### src/common/seq_params.svh
/*
 * constants of the setpoint sequencer: register indices, field widths,
 * reset values, encodings and timing.
 * assumes: included once per compilation unit by bare name.
 */
`ifndef SEQ_PARAMS_SVH
`define SEQ_PARAMS_SVH

// ==========================================================
// register indices (byte address is four times the index)
`define IDX_STEP_MODE 16'h4025
`define IDX_END_ACTION 16'h402f
`define IDX_RESTART 16'h4040
`define IDX_SEG_COUNT 16'h4100
`define IDX_END_SETPOINT 16'h4101
`define IDX_STATUS 16'h4102
`define IDX_DUR_BASE 16'h4200
`define IDX_SP_BASE 16'h4300
`define IDX_TABLE_MASK 16'hff00

// ==========================================================
// field widths and reset values
`define SEL_W 8
`define MODE_RST 8'h00
`define END_RST 8'h00
`define RESTART_RST 8'h00

// ==========================================================
// encodings
`define MODE_OFF 8'h00
`define MODE_TIME 8'h01
`define MODE_STEP 8'h02
`define MODE_BOTH 8'h03
`define END_KEEP 8'h00
`define END_STOP 8'h01
`define END_STOP_ABORT 8'h02
`define END_ABORT 8'h03
`define RST_SEQ 8'h00
`define RST_SEG 8'h01
`define RST_CONT 8'h02
`define RST_NEXT 8'h03
`define RST_NONE 8'h04

// ==========================================================
// timing: one duration tick is one millisecond
`define CLK_PERIOD_NS 25
`define TICK_NS 1000000

`endif

### src/common/seq_pkg.sv
/*
 * types shared by the sequencer modules.
 * assumes: nothing beyond a SystemVerilog compiler.
 */
`default_nettype none
package seq_pkg;
	// ==========================================================
	// sequencer states
	typedef enum logic [2:0] {
		ST_IDLE,
		ST_RUN,
		ST_PAUSED,
		ST_END_HOLD,
		ST_STOPPING
	} state_e;
endpackage
`default_nettype wire

### src/common/seg_if.sv
/*
 * carrier between the sequencer core and its segment timer.
 * assumes: both ends share the control clock.
 */
`timescale 1ns/1ps
`default_nettype none
interface seg_if #(parameter int DUR_W = 16);
	logic load;
	logic [DUR_W-1:0] load_val;
	logic en;
	logic done;
	modport ctl (output load, output load_val, output en, input done);
	modport tmr (input load, input load_val, input en, output done);
endinterface
`default_nettype wire

### src/core/seg_timer.sv
/*
 * segment duration counter: counts down millisecond ticks of the loaded time.
 * assumes: load and en come from the sequencer core on the same clock.
 */
`timescale 1ns/1ps
`default_nettype none
`include "seq_params.svh"
module seg_timer import seq_pkg::*; #(
	parameter int DUR_W = 16,
	parameter int TICK_CYC = `TICK_NS / `CLK_PERIOD_NS
) (
	input wire logic clk_i,
	input wire logic rst_b_i,
	seg_if.tmr bus
);
	logic [31:0] presc_r;
	logic [DUR_W-1:0] remain_r;
	wire tick = (presc_r == 32'(TICK_CYC - 1));

	// ==========================================================
	// countdown; frozen while en is low so a paused segment keeps its time
	always_ff @(posedge clk_i or negedge rst_b_i) begin
		if (!rst_b_i) begin
			presc_r <= 32'h0;
			remain_r <= '0;
		end else if (bus.load) begin
			presc_r <= 32'h0;
			remain_r <= bus.load_val;
		end else if (bus.en && remain_r != '0) begin
			presc_r <= tick ? 32'h0 : presc_r + 32'h1;
			if (tick) remain_r <= remain_r - 1'b1;
		end
	end

	// zero duration counts as elapsed at once
	assign bus.done = (remain_r == '0);
endmodule
`default_nettype wire

### src/core/setpoint_sequencer_control.sv
/*
 * setpoint sequencer mode control: steps through timed segments and
 * hands each segment setpoint to the motor control, under three settings.
 * assumes: APB master on REF_CLK_I; all pin inputs synchronous to it;
 * MOTOR_RUN_I high while the drive runs (low after a stop or an error).
 */
// How it works
// - the step mode field codes 0 off, 1 time, 2 trigger, 3 both, and resets to off.
// - in time mode a step advances only once the segment time has fully run out.
// - in trigger mode a step advances only on the next-step trigger, durations ignored.
// - in combined mode the trigger advances, or the time running out if no trigger came first.
// - completion action 0 keeps sending the end setpoint until an abort.
// - the restart policy applies to every stop-and-start of the motor while segments run, including after an error, but not once the sequence has completed.
// - restart policy 0 starts the selected sequence again from its first segment.
// - completion action 1 stops the motor and keeps setpoint control until an abort.
// - completion action 2 stops the motor, returns control at standstill, then needs a new start.
// - completion action 3 returns control at completion without stopping the motor.
// - restart policy 1 redoes, 2 continues, 3 skips the segment, 4 keeps running while stopped.
`timescale 1ns/1ps
`default_nettype none
`include "seq_params.svh"
module setpoint_sequencer_control import seq_pkg::*; #(
	parameter int NUM_SEG = 16,
	parameter int SP_W = 16,
	parameter int DUR_W = 16,
	parameter int TICK_CYC = `TICK_NS / `CLK_PERIOD_NS
) (
	input wire logic REF_CLK_I,
	input wire logic RST_B_I,
	input wire logic PSEL_I,
	input wire logic PENABLE_I,
	input wire logic PWRITE_I,
	input wire logic [17:0] PADDR_I,
	input wire logic [31:0] PWDATA_I,
	output logic [31:0] PRDATA_O,
	output logic PREADY_O,
	output logic PSLVERR_O,
	input wire logic START_I,
	input wire logic ABORT_I,
	input wire logic NEXT_STEP_I,
	input wire logic MOTOR_RUN_I,
	input wire logic STANDSTILL_I,
	output logic [SP_W-1:0] SETPOINT_O,
	output logic SEQ_CTRL_O,
	output logic STOP_REQ_O,
	output logic [$clog2(NUM_SEG)-1:0] SEG_IDX_O
);
	localparam int SW = $clog2(NUM_SEG);

	// ==========================================================
	// configuration state
	logic [`SEL_W-1:0] step_advance_mode_select_r;
	logic [`SEL_W-1:0] completion_action_select_r;
	logic [`SEL_W-1:0] restart_policy_select_r;
	logic [SW:0] seg_count_r;
	logic [SP_W-1:0] end_sp_r;
	logic [DUR_W-1:0] dur_mem [NUM_SEG];
	logic [SP_W-1:0] sp_mem [NUM_SEG];

	state_e state_r, state_nxt;
	logic [SW-1:0] seg_r, seg_nxt;
	logic start_q_r, next_q_r, run_q_r;

	seg_if #(.DUR_W(DUR_W)) tbus ();

	seg_timer #(.DUR_W(DUR_W), .TICK_CYC(TICK_CYC)) u_timer (
		.clk_i(REF_CLK_I),
		.rst_b_i(RST_B_I),
		.bus(tbus)
	);

	// ==========================================================
	// register decode
	function automatic logic is_tbl(input logic [15:0] idx, input logic [15:0] base);
		return ((idx & `IDX_TABLE_MASK) == base) && (idx[7:0] < 8'(NUM_SEG));
	endfunction

	wire [15:0] ridx = PADDR_I[17:2];
	wire [SW-1:0] tidx = ridx[SW-1:0];
	wire hit_dur = is_tbl(ridx, `IDX_DUR_BASE);
	wire hit_sp = is_tbl(ridx, `IDX_SP_BASE);
	wire hit_mode = (ridx == `IDX_STEP_MODE);
	wire hit_end = (ridx == `IDX_END_ACTION);
	wire hit_rst = (ridx == `IDX_RESTART);
	wire hit_cnt = (ridx == `IDX_SEG_COUNT);
	wire hit_esp = (ridx == `IDX_END_SETPOINT);
	wire hit_stat = (ridx == `IDX_STATUS);
	wire mapped = hit_dur | hit_sp | hit_mode | hit_end | hit_rst | hit_cnt | hit_esp | hit_stat;
	wire setup = PSEL_I & ~PENABLE_I;
	// zero wait states, so every access phase completes at its first edge
	wire wr = PSEL_I & PENABLE_I & PWRITE_I & mapped;
	wire [31:0] status = {16'h0, 8'(seg_r), 5'h0, 3'(state_r)};
	wire [31:0] rdata =
		hit_mode ? 32'(step_advance_mode_select_r) :
		hit_end ? 32'(completion_action_select_r) :
		hit_rst ? 32'(restart_policy_select_r) :
		hit_cnt ? 32'(seg_count_r) :
		hit_esp ? 32'(end_sp_r) :
		hit_stat ? status :
		hit_dur ? 32'(dur_mem[tidx]) :
		hit_sp ? 32'(sp_mem[tidx]) : 32'h0;

	// ==========================================================
	// apb answer, captured in the setup cycle for a registered output
	always_ff @(posedge REF_CLK_I or negedge RST_B_I) begin
		if (!RST_B_I) begin
			PRDATA_O <= 32'h0;
			PREADY_O <= 1'b0;
			PSLVERR_O <= 1'b0;
		end else begin
			PRDATA_O <= setup ? rdata : 32'h0;
			PREADY_O <= setup;
			PSLVERR_O <= setup & ~mapped;
		end
	end

	// ==========================================================
	// register writes; out-of-range selector values are stored as written
	// mode resets off
	always_ff @(posedge REF_CLK_I or negedge RST_B_I) begin
		if (!RST_B_I) begin
			step_advance_mode_select_r <= `MODE_RST;
			completion_action_select_r <= `END_RST;
			restart_policy_select_r <= `RESTART_RST;
			seg_count_r <= (SW+1)'(NUM_SEG);
			end_sp_r <= '0;
		end else if (wr) begin
			if (hit_mode) step_advance_mode_select_r <= PWDATA_I[`SEL_W-1:0];
			if (hit_end) completion_action_select_r <= PWDATA_I[`SEL_W-1:0];
			if (hit_rst) restart_policy_select_r <= PWDATA_I[`SEL_W-1:0];
			if (hit_cnt) seg_count_r <= PWDATA_I[SW:0];
			if (hit_esp) end_sp_r <= PWDATA_I[SP_W-1:0];
		end
	end

	// segment table, one slot per segment
	for (genvar g = 0; g < NUM_SEG; g++) begin : g_tbl
		always_ff @(posedge REF_CLK_I or negedge RST_B_I) begin
			if (!RST_B_I) begin
				dur_mem[g] <= '0;
				sp_mem[g] <= '0;
			end else if (wr && tidx == SW'(g)) begin
				if (hit_dur) dur_mem[g] <= PWDATA_I[DUR_W-1:0];
				if (hit_sp) sp_mem[g] <= PWDATA_I[SP_W-1:0];
			end
		end
	end

	// ==========================================================
	// mode decoding; unknown codes fall back to the safe default
	wire [`SEL_W-1:0] mode = step_advance_mode_select_r;
	wire [`SEL_W-1:0] endact = (completion_action_select_r > `END_ABORT) ?
		`END_KEEP : completion_action_select_r;
	wire [`SEL_W-1:0] rpol = (restart_policy_select_r > `RST_NONE) ?
		`RST_SEQ : restart_policy_select_r;
	wire enabled = (mode != `MODE_OFF) && (mode <= `MODE_BOTH);
	wire start_rise = START_I & ~start_q_r;
	wire trig_rise = NEXT_STEP_I & ~next_q_r;
	wire run_rise = MOTOR_RUN_I & ~run_q_r;
	wire [SW:0] last_idx = (seg_count_r == '0) ? '0 : seg_count_r - 1'b1;
	wire seg_last = ({1'b0, seg_r} >= last_idx);
	wire proc = MOTOR_RUN_I | (rpol == `RST_NONE);
	wire adv_time = ((mode == `MODE_TIME) | (mode == `MODE_BOTH)) & tbus.done;
	wire adv_trig = ((mode == `MODE_STEP) | (mode == `MODE_BOTH)) & trig_rise;
	wire advance = adv_time | adv_trig;
	wire [SW-1:0] seg_inc = seg_r + 1'b1;

	// ==========================================================
	// completion target state
	function automatic state_e done_state(input logic [`SEL_W-1:0] act);
		unique case (act)
			`END_STOP_ABORT: return ST_STOPPING;
			`END_ABORT: return ST_IDLE;
			default: return ST_END_HOLD;
		endcase
	endfunction

	// ==========================================================
	// sequencer next state; abort and disable always win
	always_comb begin
		state_nxt = state_r;
		seg_nxt = seg_r;
		tbus.load = 1'b0;
		if (ABORT_I || !enabled) begin
			state_nxt = ST_IDLE;
		end else begin
			unique case (state_r)
				ST_IDLE: begin
					if (start_rise) begin
						state_nxt = ST_RUN;
						seg_nxt = '0;
						tbus.load = 1'b1;
					end
				end
				ST_RUN: begin
					if (!proc) begin
						state_nxt = ST_PAUSED;
					end else if (advance && seg_last) begin
						state_nxt = done_state(endact);
					end else if (advance) begin
						seg_nxt = seg_inc;
						tbus.load = 1'b1;
					end
				end
				ST_PAUSED: begin
					if (run_rise) begin
						state_nxt = ST_RUN;
						unique case (rpol)
							`RST_SEG: tbus.load = 1'b1;
							`RST_CONT: tbus.load = 1'b0;
							`RST_NEXT: begin
								if (seg_last) begin
									state_nxt = done_state(endact);
								end else begin
									seg_nxt = seg_inc;
									tbus.load = 1'b1;
								end
							end
							default: begin
								seg_nxt = '0;
								tbus.load = 1'b1;
							end
						endcase
					end
				end
				ST_END_HOLD: state_nxt = ST_END_HOLD;
				ST_STOPPING: begin
					if (STANDSTILL_I) state_nxt = ST_IDLE;
				end
			endcase
		end
	end

	assign tbus.load_val = dur_mem[seg_nxt];
	assign tbus.en = (state_r == ST_RUN) & proc;

	// ==========================================================
	// output decoding
	wire ctrl_nxt = (state_nxt != ST_IDLE);
	wire stop_nxt = ((state_nxt == ST_END_HOLD) & (endact == `END_STOP)) |
		(state_nxt == ST_STOPPING);
	// idle drops control without a stop
	wire [SP_W-1:0] sp_nxt =
		(state_nxt == ST_END_HOLD || state_nxt == ST_STOPPING) ? end_sp_r :
		(state_nxt == ST_IDLE) ? '0 : sp_mem[seg_nxt];

	// ==========================================================
	// state and registered outputs
	always_ff @(posedge REF_CLK_I or negedge RST_B_I) begin
		if (!RST_B_I) begin
			state_r <= ST_IDLE;
			seg_r <= '0;
			start_q_r <= 1'b0;
			next_q_r <= 1'b0;
			run_q_r <= 1'b0;
			SETPOINT_O <= '0;
			SEQ_CTRL_O <= 1'b0;
			STOP_REQ_O <= 1'b0;
			SEG_IDX_O <= '0;
		end else begin
			state_r <= state_nxt;
			seg_r <= seg_nxt;
			start_q_r <= START_I;
			next_q_r <= NEXT_STEP_I;
			run_q_r <= MOTOR_RUN_I;
			SETPOINT_O <= sp_nxt;
			SEQ_CTRL_O <= ctrl_nxt;
			STOP_REQ_O <= stop_nxt;
			SEG_IDX_O <= seg_nxt;
		end
	end
endmodule
`default_nettype wire

### config.mk
export PLATFORM = sky130hd
export DESIGN_NAME = setpoint_sequencer_control
export DESIGN_NICKNAME = d
export VERILOG_FILES = /design/src/common/seq_pkg.sv /design/src/common/seg_if.sv /design/src/core/seg_timer.sv /design/src/core/setpoint_sequencer_control.sv
export VERILOG_INCLUDE_DIRS = /design/src /design/src/common
export SDC_FILE = /design/constraint.sdc
export NUM_CORES = 1
export LEC_CHECK = 0
export ABC_AREA = 0
export BUFFER_PORTS_ARGS = -buffer_cell sky130_fd_sc_hd__buf_4
export CAP_MARGIN = 10
export CORE_MARGIN = 4
export CORE_UTILIZATION = 45
export CTS_CLUSTER_SIZE = 20
export DETAILED_ROUTE_END_ITERATION = 7
export PLACE_DENSITY = 0.61
export SYNTH_ARGS = -nofsm -noshare
export SYNTH_HDL_FRONTEND = slang
export SYNTH_SLANG_ARGS = --single-unit
### constraint.sdc
create_clock -name REF_CLK_I -period 5.5 [get_ports REF_CLK_I]
set_input_delay 1.1 -clock REF_CLK_I [delete_from_list [all_inputs] [get_ports REF_CLK_I]]
set_output_delay 1.1 -clock REF_CLK_I [all_outputs]
set_load 0.01 [all_outputs]
## Word-level counts from Yosys, hierarchy flattened

Index checks and enable logic that the tools add are counted.

- Flip-flop bits (word level): 651
- Bits of input ports: 60
- Output and inout port bits: 56
- Word-level logic and storage cells: 265

- $add $sub $neg: 4
- Magnitude comparators: 7
- Equality and inequality tests: 40
- Multiplexer cells: 60
- Bitwise operators: 31
- Reductions and logical operators: 73

Operators with widths:

| kind | count |
|---|---|
| 16-bit 2-to-1 mux | 22 |
| 16-bit binary-select mux with 4-bit select | 4 |
| 16-bit by 15-bit equality test with 1-bit output (second input constant) | 6 |
| 32-bit 2-to-1 mux | 3 |
| 2-bit AND reduction | 38 |
| 8-bit by 2-bit equality test with 1-bit output (second input constant) | 6 |
| 32-bit by 1-bit adder with 32-bit output (second input constant) | 1 |
| 32-bit by 16-bit equality test with 1-bit output (second input constant) | 1 |
| 4-bit equality test (second input constant) | 8 |
| 4-bit 2-to-1 mux | 7 |
| 8-bit by 1-bit equality test with 1-bit output (second input constant) | 3 |
| 3-bit 2-to-1 mux | 8 |
| 1-bit logical AND | 21 |
| 4-bit by 3-bit equality test with 1-bit output (second input constant) | 4 |
| 8-bit by 7-bit equality test with 1-bit output (second input constant) | 2 |
| 16-bit zero test | 1 |
| 8-bit 2-to-1 mux | 2 |
| 16-bit nonzero test | 1 |
| 16-bit by 1-bit subtractor with 16-bit output (second input constant) | 1 |
| 3-bit case mux with 5 select lines | 1 |
| 1-bit bitwise AND | 12 |
| 1-bit bitwise OR | 12 |
| 4-bit case mux with 3 select lines | 1 |
| 5-bit >= comparator (second input constant) | 2 |
| other kinds (30) | 48 |

## Logic depth before layout (Yosys ltp)

Gate-level depths: netlist (run 1).

- Depth in word-level cells: 15
- Gate-level depth with buffers: 20
- Mapped depth without buffers: 18

## Cells and area by module

From an unflattened synthesis (run 1), not the netlist that was laid out.

- Cell total of the unflattened synthesis: 2,991
- Area, all modules: 35,510.3 um2

Modules (own cells, without submodules):

| module | instances | cells each | area an instance (um2) | sequential area each (um2) |
|---|---|---|---|---|
| setpoint_sequencer_control | 1 | 2,635 | 32,468.6 | 15,090.7 |
| seg_timer | 1 | 356 | 3,041.7 | 1,201.2 |

## Least setup slack after synthesis (run 1)

No wires, ideal clock.

- Path type: input -> register
- From: in PADDR_I[2]
- To: reg PRDATA_O[14]
- Setup time: 128 ps
- Arrival time: 3,739 ps
- Required time: 5,372 ps
- Setup slack: 1,634 ps
- Stages on the path: 11
- Buffers on the path: 5
- Cells stage by stage: buf_2 > buf_2 > buf_2 > buf_1 > buf_1 > mux4_2 > mux4_2 > mux2i_1 > nor2_1 > a21oi_1 > nor2_1

- Word-level cells in the longest chain between the ends: 13
- Elaborated cells between the ends (all ways): 25
- Classes of those cells: 1 x order compare; 6 x eq/ne; 15 x mux; 1 x bitwise; 2 x reduce/logical

RTL lines:

| what | RTL line | source |
|---|---|---|
| start: declaration | setpoint_sequencer_control.sv:33 | `input wire logic [17:0] PADDR_I,` |
| 4-bit NOT with 5-bit output (not written as such) | setpoint_sequencer_control.sv:100, setpoint_sequencer_control.sv:101 |  |
| 16-bit binary-select mux with 4-bit select | setpoint_sequencer_control.sv:101 | `hit_sp ? 32'(sp_mem[tidx]) : 32'h0;` |
| 16-bit 2-to-1 mux (not written as such) (2 in series) | setpoint_sequencer_control.sv:101 |  |
| 16-bit 2-to-1 mux | setpoint_sequencer_control.sv:101 |  |
| 16-bit 2-to-1 mux | setpoint_sequencer_control.sv:100 | `hit_dur ? 32'(dur_mem[tidx]) :` |
| 16-bit 2-to-1 mux | setpoint_sequencer_control.sv:99 | `hit_stat ? status :` |
| 16-bit 2-to-1 mux | setpoint_sequencer_control.sv:98 | `hit_esp ? 32'(end_sp_r) :` |
| 16-bit 2-to-1 mux | setpoint_sequencer_control.sv:97 | `hit_cnt ? 32'(seg_count_r) :` |
| 16-bit 2-to-1 mux | setpoint_sequencer_control.sv:96 | `hit_rst ? 32'(restart_policy_select_r) :` |
| 16-bit 2-to-1 mux | setpoint_sequencer_control.sv:95 | `hit_end ? 32'(completion_action_select_r) :` |
| 16-bit 2-to-1 mux (*) | setpoint_sequencer_control.sv:94 | `hit_mode ? 32'(step_advance_mode_select_r) :` |
| 16-bit 2-to-1 mux (*) | setpoint_sequencer_control.sv:111 | `PRDATA_O <= setup ? rdata : 32'h0;` |
| end signal: assignment | setpoint_sequencer_control.sv:111 |  |
| end: declaration | setpoint_sequencer_control.sv:35 | `output logic [31:0] PRDATA_O,` |

Every way passes the cells marked *; elsewhere a longest branch is shown, timed or not. The select of a mux whose other input is x is not followed.
A chain may end at the register's enable or synchronous reset.

## Worst setup path in the final report (run 1)

- From: reg seg_count_r[0]
- To: reg u_timer.remain_r[0]

- Word-level cells in the longest chain between the ends: 13
- Elaborated cells between the ends (all ways): 27
- Classes of those cells: 1 x add/sub; 1 x order compare; 19 x mux; 1 x bitwise; 5 x reduce/logical

RTL lines:

| what | RTL line | source |
|---|---|---|
| start: declaration | setpoint_sequencer_control.sv:55 | `logic [SW:0] seg_count_r;` |
| start signal: assignment | setpoint_sequencer_control.sv:125 | `seg_count_r <= (SW+1)'(NUM_SEG);` |
| start signal: assignment | setpoint_sequencer_control.sv:131 | `if (hit_cnt) seg_count_r <= PWDATA_I[SW:0];` |
| 5-bit by 1-bit subtractor with 5-bit output or 5-bit zero test (tied branches) | setpoint_sequencer_control.sv:160 | `wire [SW:0] last_idx = (seg_count_r == '0) ? '0 : seg_count_r - 1'b1;` |
| 5-bit 2-to-1 mux (*) | setpoint_sequencer_control.sv:160 |  |
| 4-bit by 5-bit >= comparator with 1-bit output (*) | setpoint_sequencer_control.sv:161 | `wire seg_last = ({1'b0, seg_r} >= last_idx);` |
| 4-bit 2-to-1 mux or 1-bit logical AND (tied branches) | setpoint_sequencer_control.sv:212, setpoint_sequencer_control.sv:198 |  |
| 4-bit case mux with 2 select lines or 4-bit 2-to-1 mux (tied branches) | setpoint_sequencer_control.sv:208, setpoint_sequencer_control.sv:198 |  |
| 4-bit 2-to-1 mux (on tied branches) | setpoint_sequencer_control.sv:206, setpoint_sequencer_control.sv:196 |  |
| 4-bit case mux with 3 select lines | setpoint_sequencer_control.sv:187 | `unique case (state_r)` |
| 4-bit 2-to-1 mux | setpoint_sequencer_control.sv:184 | `if (ABORT_I \|\| !enabled) begin` |
| 4-bit NOT with 5-bit output (not written as such) | setpoint_sequencer_control.sv:234 | `assign tbus.load_val = dur_mem[seg_nxt];` |
| 16-bit binary-select mux with 4-bit select | setpoint_sequencer_control.sv:234 |  |
| 16-bit 2-to-1 mux (not written as such) (2 in series) | setpoint_sequencer_control.sv:234 |  |
| 16-bit 2-to-1 mux | seg_timer.sv:26 | `end else if (bus.load) begin` |
| end signal: assignment | seg_timer.sv:28 | `remain_r <= bus.load_val;` |
| end signal: assignment | seg_timer.sv:31 | `if (tick) remain_r <= remain_r - 1'b1;` |
| end: declaration | seg_timer.sv:17 | `logic [DUR_W-1:0] remain_r;` |

Marks and branches as above.

==> results of run 1 <==
-- worst max-delay path, delay by kind of cell (launching register included) --
kind	cells	cell delay, ps
simple gates	8	2480
buf+inv	3	490
compound gates	4	900
fa+ha+maj	2	500
flops	1	380
-- layout make-up --
type / instances / area, µm²
clock buffers: 118 / 2320
clock inverters: 22 / 219
fillers: 6638 / 38200
inverters: 23 / 91.3
multi-input cells: 2060 / 17900
flip-flops and latches: 651 / 16300
well taps: 1040 / 1300
repair buffers: 168 / 1420
-- Yosys cell counts, types with 15 or more instances --
cell	n	area (µm²)
sky130_fd_sc_hd__nand3_1	75	375
sky130_fd_sc_hd__o21ai_0	47	235
sky130_fd_sc_hd__and2_1	74	463
sky130_fd_sc_hd__nor2_1	179	672
sky130_fd_sc_hd__mux4_2	160	3600
sky130_fd_sc_hd__nand2_1	305	1140
sky130_fd_sc_hd__buf_1	26	97.6
sky130_fd_sc_hd__a31oi_1	45	282
sky130_fd_sc_hd__nand4_1	23	144
sky130_fd_sc_hd__o22ai_1	15	93.8
sky130_fd_sc_hd__a211oi_1	107	803
sky130_fd_sc_hd__nor3_1	41	205
sky130_fd_sc_hd__and3_1	22	138
sky130_fd_sc_hd__mux2_2	563	6340
sky130_fd_sc_hd__o211ai_1	29	218
sky130_fd_sc_hd__buf_4	34	255
sky130_fd_sc_hd__a211o_1	25	219
sky130_fd_sc_hd__buf_2	86	430
sky130_fd_sc_hd__mux2i_1	69	691
sky130_fd_sc_hd__xor2_1	18	158
sky130_fd_sc_hd__clkbuf_1	108	405
sky130_fd_sc_hd__dfrtp_1	650	16300
sky130_fd_sc_hd__inv_1	22	82.6
sky130_fd_sc_hd__a21oi_1	57	285
-- sequential cells by signal, indices dropped and copies added (netlist names), 3 cells and up --
register / cells
PRDATA_O: 16
SETPOINT_O: 16
completion_action_select_r: 8
dur_mem: 256
end_sp_r: 16
mode: 8
restart_policy_select_r: 8
seg_count_r: 5
seg_r: 4
sp_mem: 256
state_r: 3
u_timer.presc_r: 32
u_timer.remain_r: 16
-- metal layers --
metal / wire length [µm] / GRT usage (%) / vias to the layer above
met5: 7 / 0 / -
met4: 4220 / 9.22 / 2
met3: 8020 / 5.30 / 257
met2: 49000 / 40.3 / 1033
met1: 46200 / 35.5 / 13342
li1: - / - / 11013
-- through the flow --
step / instances / power [µW] / cell area, µm² / utilization (%)
final: 4082 / 10300 / 39500 / 50.8
after global placement: 3942 / 5330 / 37000 / 47.6
after global routing: 4082 / 10700 / 39500 / 50.8
after detailed placement: 3942 / 5340 / 37000 / 47.6
after floorplan: 2996 / 5120 / 35500 / -
after CTS: 4082 / 10500 / 39500 / 50.8
-- cell families (layout without fill, tap and decap cells) --
kind of cell	Yosys count	in the layout	share of synthesized area [%]
flops	651	651	46.0
other cells	1	16	0.0106
compound gates	406	406	8.20
xor+xnor	32	32	0.791
fa+ha+maj	10	10	0.346
simple gates	804	804	10.8
mux	792	792	30.0
buf+inv	285	331	3.83
-- path summary, 6_finish.rpt --
check                              startpoint  depth (start not counted)  slack (ps)                  end
min in group REF_CLK_I     u_timer.presc_r[2]                          1         510   u_timer.presc_r[2]
min                                   RST_B_I                          1         490  u_timer.presc_r[24]
max reg2reg                    seg_count_r[0]                         17         670  u_timer.remain_r[0]
max                            seg_count_r[0]                         17         670  u_timer.remain_r[0]
max in group asynchronous             RST_B_I                          2        3580         dur_mem[187]
min reg2reg                u_timer.presc_r[2]                          1         510   u_timer.presc_r[2]
-- power breakdown --
group | internal (µW) | total, µW | leakage [µW] | switching, µW
combinational | 119 | 456 | 0.00805 | 337
clock | 3050 | 5090 | 0.00127 | 2040
sequential | 4790 | 4800 | 0.00906 | 2.52
==> key figures, run 1 <==
CTS
  • Post-CTS Setup Bufs: 0
  • Post-CTS Hold Fix Bufs: 0
  • Clock latency of the later-clocked register in the worst-skew pair: 630 ps
  • Total of cells resized after clock tree synthesis: 0
  • Largest buffer count on any clock path: 3
  • TritonCTS clock tree: yes
  • Clock transition time at the flip-flop clock pins of the worst setup and hold paths: 60 ps
  • CTS H-tree lvls: 3
  • Total clock sinks: 651
  • Clk Tree Root Cell: sky130_fd_sc_hd__clkbuf_16
  • Number of buffers added by the clock tree synthesis step: 75

Power
  • Static leakage power: 0.0184 µW
  • Areal power density over the cells: 262 nW/µm²
  • Peak supply drop: 0.194 mV

Place
  • HPWL Detailed: 64.5 mm
  • RePlAce Congestion: 0.893
  • IO buf count: 81
  • Worst setup timing slack at the placement stage: 747 ps

Timing
  • Pins over their slew limit: 0
  • Transition time at the pin with the least slew margin: 1070 ps
  • Setup tns final: 0 ps
  • Post-route clock period utilization: 87.8%
  • Highest Clock Rate: 207 MHz
  • Least setup slack across all paths after layout: 669 ps
  • Post-route clock skew: 19.9 ps
  • Number of hold-slack violations in the final timing report: 0
  • Setup repair after global routing missed its margin: no
  • Minimum period implied by the final worst setup slack: 4830 ps
  • Worst-case hold slack: 494 ps
  • # setup viols final: 0
  • Headroom to the max-slew limit: 27.7%

Yosys
  • Yosys Warn Count: 0
  • Post-Syn Area per Cell: 11.9 µm²
  • Primary flip-flop cell chosen by synthesis mapping: sky130_fd_sc_hd__dfrtp_1
  • Seq/Total Area, Yosys: 46.0%
  • Share of async-settable or async-resettable flops after synthesis: 100%
  • Synthesized netlist cell count: 2981
  • Count of flip-flops with a built-in enable after synthesis: 0
  • Combined area of all synthesized cells: 35400 µm²
  • Number of storage elements in the synthesis netlist: 651
  • Number of distinct library cell variants in the gate-level netlist after synthesis: 86

Status
  • Status: complete, no violations

Global route
  • Aggregate global routing overflow: 0
  • Wire length of the first global-routing pass: 163 mm
  • Number of global-route vias before repair: 25900
  • Combined global-route utilization of all metal layers: 25.7%
  • Pin count of the biggest net entering global routing: 127
  • Initial antenna violation count: 1

Hold path
  • Hold crit path type: in -> async

Floorplanning
  • Die boundary height: 289 µm
  • Placeable Area: 77700 µm²
  • Die boundary width: 289 µm
  • Initial core utilization: 45.6%
  • Die footprint: 83300 µm²
  • Boundary Pins: 116
  • Site row count: 102

Setup path
  • Critical Setup Path Class: reg -> reg
  • Peak fanout along the critical path: 9
  • Cell chain of the critical path: inv_1 -> ha_1 -> nand2b_1 -> nor3_1 -> or2_2 -> ha_1 -> inv_1 -> o21ai_0 -> nand3_1 -> o2111ai_1 -> or3b_4 -> nor2_1 -> nand2_1 -> buf_4 -> a211oi_1 -> a211oi_1 -> nand2_1
  • Startpoint Class: flop
  • Critical path required time: 6060 ps
  • Kind of end point of the critical path: flop
  • Arrival time reported for the critical path endpoint: 5390 ps
  • Cell with the biggest individual delay on the critical path: sky130_fd_sc_hd__nor2_1
  • Largest stage delay on the critical path: 590 ps

Detailed routing
  • Detailed Route Iter0 Violations: 2369
  • Routed WL: 108 mm
  • Average detailed-routed wire length per instance: 26.3 µm
  • Iteration count of the initial detailed-routing pass: 7
  • Routed Antenna Nets: 0
  • Post-route DRC violation count: 0
  • DR vias/cell: 6.28
  • Via count of the routed design: 25647

Cells and area
  • Number of nets in the final layout: 3048
  • Leading cell types in the layout, fill and taps excluded: 650 x sky130_fd_sc_hd__dfrtp_1, 563 x sky130_fd_sc_hd__mux2_2, 305 x sky130_fd_sc_hd__nand2_1, 178 x sky130_fd_sc_hd__nor2_1, 160 x sky130_fd_sc_hd__mux4_2
  • Growth of design area from synthesis to finish: 11.5%
  • Share of final-layout standard cells stronger than drive strength 1: 34.6%
  • Most frequent standard cell in the layout excluding fill and tap cells: sky130_fd_sc_hd__dfrtp_1
  • Diodes inserted: 0

Run
  • Max-cap violation count: 0
(Power assumes the default switching activity.)
==> inputs of run 2 (changes only) <==
- CORE_ASPECT_RATIO: unset -> 0.9
==> key figures, run 2 (synthesized netlist as in run 1, its figures left out) <==
Status
  • Status: complete, no violations

Setup path
  • Critical Setup Path Class: reg -> reg
  • Arrival time reported for the critical path endpoint: 5140 ps (-250 ps)
  • Reg2Reg Depth: 17 (unchanged)
  • Critical path required time: 5970 ps (-90 ps)
  • Peak fanout along the critical path: 15 (+6)
  • Startpoint of the most critical register-to-register path: seg_count_r[0]
  • Startpoint Class: flop
  • Kind of end point of the critical path: flop
  • Launching element of the worst setup path: seg_count_r[0]

Detailed routing
  • Routed WL: 107 mm (-0.65%)
  • Routed Antenna Nets: 0 (unchanged)
  • Post-route DRC violation count: 0 (unchanged)
  • Average detailed-routed wire length per instance: 26.3 µm (-0.11%)
  • Via count of the routed design: 25634 (-0.051%)
  • DR vias/cell: 6.31 (+0.49%)
  • Iteration count of the initial detailed-routing pass: 5 (-2)
  • Detailed Route Iter0 Violations: 2319 (-2.1%)

CTS
  • CTS H-tree lvls: 3 (unchanged)
  • Post-CTS Hold Fix Bufs: 0 (unchanged)
  • Total of cells resized after clock tree synthesis: 0 (unchanged)
  • Clk Tree Root Cell: sky130_fd_sc_hd__clkbuf_16
  • TritonCTS clock tree: yes
  • Post-CTS Setup Bufs: 0 (unchanged)
  • Total clock sinks: 651 (unchanged)
  • Largest buffer count on any clock path: 3 (unchanged)
  • Number of buffers added by the clock tree synthesis step: 71 (-5.3%)
  • Clock latency of the later-clocked register in the worst-skew pair: 620 ps (about the same)
  • Clock transition time at the flip-flop clock pins of the worst setup and hold paths: 60 ps (about the same)

Cells and area
  • Largest registers in the final layout: dur_mem (256), sp_mem (256), u_timer.presc_r (32)
  • Design Area, Final: 39200 µm² (-0.66%)
  • Number of nets in the final layout: 3040 (-0.26%)
  • Filler Cell Count: 6752 (+1.7%)
  • Growth of design area from synthesis to finish: 10.8%
  • Non-filler instance count after layout: 4060 (-0.54%)
  • Most frequent standard cell in the layout excluding fill and tap cells: sky130_fd_sc_hd__dfrtp_1
  • Leading cell types in the layout, fill and taps excluded: 650 x sky130_fd_sc_hd__dfrtp_1, 563 x sky130_fd_sc_hd__mux2_2, 305 x sky130_fd_sc_hd__nand2_1, 178 x sky130_fd_sc_hd__nor2_1, 160 x sky130_fd_sc_hd__mux4_2
  • Share of final-layout standard cells stronger than drive strength 1: 34.3% (-0.34 points)

Floorplanning
  • Die footprint: 83300 µm² (about the same)
  • Site row count: 97 (-4.9%)
  • Boundary Pins: 116 (unchanged)
  • Placeable Area: 77900 µm² (+0.25%)
  • Die boundary width: 304 µm (+5.3%)
  • Initial core utilization: 45.5% (-0.11 points)
  • Die boundary height: 274 µm (-5.0%)

Place
  • RePlAce Congestion: 0.896 (+0.43%)
  • Cell area after placement: 36900 µm² (about the same)
  • Number of placed cells counting well taps: 3937 (-0.13%)
  • IO buf count: 81 (unchanged)
  • HPWL Detailed: 64.7 mm (+0.23%)

Global route
  • Pin count of the biggest net entering global routing: 154 (+21%)
  • Combined global-route utilization of all metal layers: 25.4% (-0.22 points)
  • Aggregate global routing overflow: 0 (unchanged)
  • Number of global-route vias before repair: 25796 (-0.40%)
  • Wire length of the first global-routing pass: 162 mm (-0.31%)
  • Initial antenna violation count: 2 (+1)

Hold path
  • Hold depth: 1
  • Hold crit path type: reg -> reg
  • Min-Delay Startpoint: u_timer.presc_r[5]

Power
  • Areal power density over the cells: 255 nW/µm² (-2.4%)
  • Peak supply drop: 0.197 mV (+1.5%)
  • Static leakage power: 0.0182 µW (-0.77%)
  • Final Total Pwr: 10000 µW (-3.0%)

Timing
  • Minimum period implied by the final worst setup slack: 4670 ps (-158 ps)
  • # setup viols final: 0 (unchanged)
  • Setup repair after global routing missed its margin: no
  • Setup tns final: 0 ps (unchanged)
  • Headroom to the max-slew limit: 26.8% (-0.89 points)
  • Post-route clock skew: 22.6 ps (+2.63 ps)
  • Post-route clock period utilization: 85.0% (-2.9 points)
  • Number of hold-slack violations in the final timing report: 0 (unchanged)
  • Highest Clock Rate: 214 MHz (+3.4%)
  • Pins over their slew limit: 0 (unchanged)
  • Transition time at the pin with the least slew margin: 1090 ps (+13.3 ps)

Run
  • Max-cap violation count: 0 (unchanged)
[run 2: changes by cell type in the layout (fill, tap and decap cells not counted)]
| cell | previous run | this run |
|---|---|---|
| sky130_fd_sc_hd__clkbuf_8 | 26 | 16 |
| sky130_fd_sc_hd__clkinvlp_4 | 0 | 2 |
| sky130_fd_sc_hd__clkbuf_1 | 17 | 13 |
| sky130_fd_sc_hd__clkinv_8 | 0 | 1 |
| sky130_fd_sc_hd__inv_16 | 1 | 0 |
| sky130_fd_sc_hd__buf_12 | 11 | 12 |
| sky130_fd_sc_hd__inv_6 | 5 | 3 |
| sky130_fd_sc_hd__buf_4 | 154 | 149 |
| sky130_fd_sc_hd__clkbuf_16 | 77 | 74 |
| sky130_fd_sc_hd__clkinv_4 | 1 | 0 |
| sky130_fd_sc_hd__diode_2 | 0 | 1 |
[run 2: worst max-delay path, stage by stage (launching register included)]
cell and delay [ps]:
sky130_fd_sc_hd__dfrtp_1 390, sky130_fd_sc_hd__inv_1 100, sky130_fd_sc_hd__ha_1 220, sky130_fd_sc_hd__nand2b_1 120, sky130_fd_sc_hd__nor3_1 70, sky130_fd_sc_hd__or2_2 280
sky130_fd_sc_hd__ha_1 180, sky130_fd_sc_hd__nor3_1 220, sky130_fd_sc_hd__o21ai_0 200, sky130_fd_sc_hd__nand3_1 410, sky130_fd_sc_hd__nand3_1 150, sky130_fd_sc_hd__o221ai_1 320
sky130_fd_sc_hd__nor2_2 80, sky130_fd_sc_hd__inv_1 650, sky130_fd_sc_hd__buf_4 320, sky130_fd_sc_hd__nand2_1 290, sky130_fd_sc_hd__a211oi_1 410, sky130_fd_sc_hd__nor3_1 110
[run 2: metal layers]
metal | global-route usage [%] | share of wire, %
met1 | 34.8 | 42
met2 | 38.7 | 45
met3 | 7.03 | 9.0
met4 | 9.87 | 4.0
met5 | 0 | 0.012
[run 2: area by class of cell]
class / instances / area, µm² / share of cell area [%]
repair buffers: 164 / 1400 / 3.57
multi-input cells: 2060 / 17900 / 45.5
flip-flops and latches: 651 / 16300 / 41.5
well taps: 1039 / 1300 / 3.31
clock inverters: 21 / 204 / 0.520
diodes: 1 / 2.50 / 0.00638
inverters: 23 / 91.3 / 0.233
clock buffers: 101 / 2090 / 5.33
[run 2: worst paths after layout]
check                                      end  slack (ps)
max                        u_timer.remain_r[6]         830
max in group asynchronous           sp_mem[87]        3670
min in group asynchronous  u_timer.presc_r[25]         530
max reg2reg                u_timer.remain_r[6]         830
min reg2reg                 u_timer.presc_r[5]         510
min                         u_timer.presc_r[5]         510
[run 2: power breakdown]
group	internal, µW	switching, µW
combinational	119	335
sequential	4790	2.48
clock	2790	1990
total	7700	2330
[run 2: metrics by stage]
| step | setup WS [ps] | hold WS [ps] | utilization [%] |
|---|---|---|---|
| floorplan | 1630 | 461 | - |
| global placement | 953 | 488 | 47.4 |
| detailed placement | 960 | 498 | 47.4 |
| CTS | 922 | 510 | 50.4 |
| global route | 659 | 519 | 50.4 |
| finish | 827 | 506 | 50.4 |
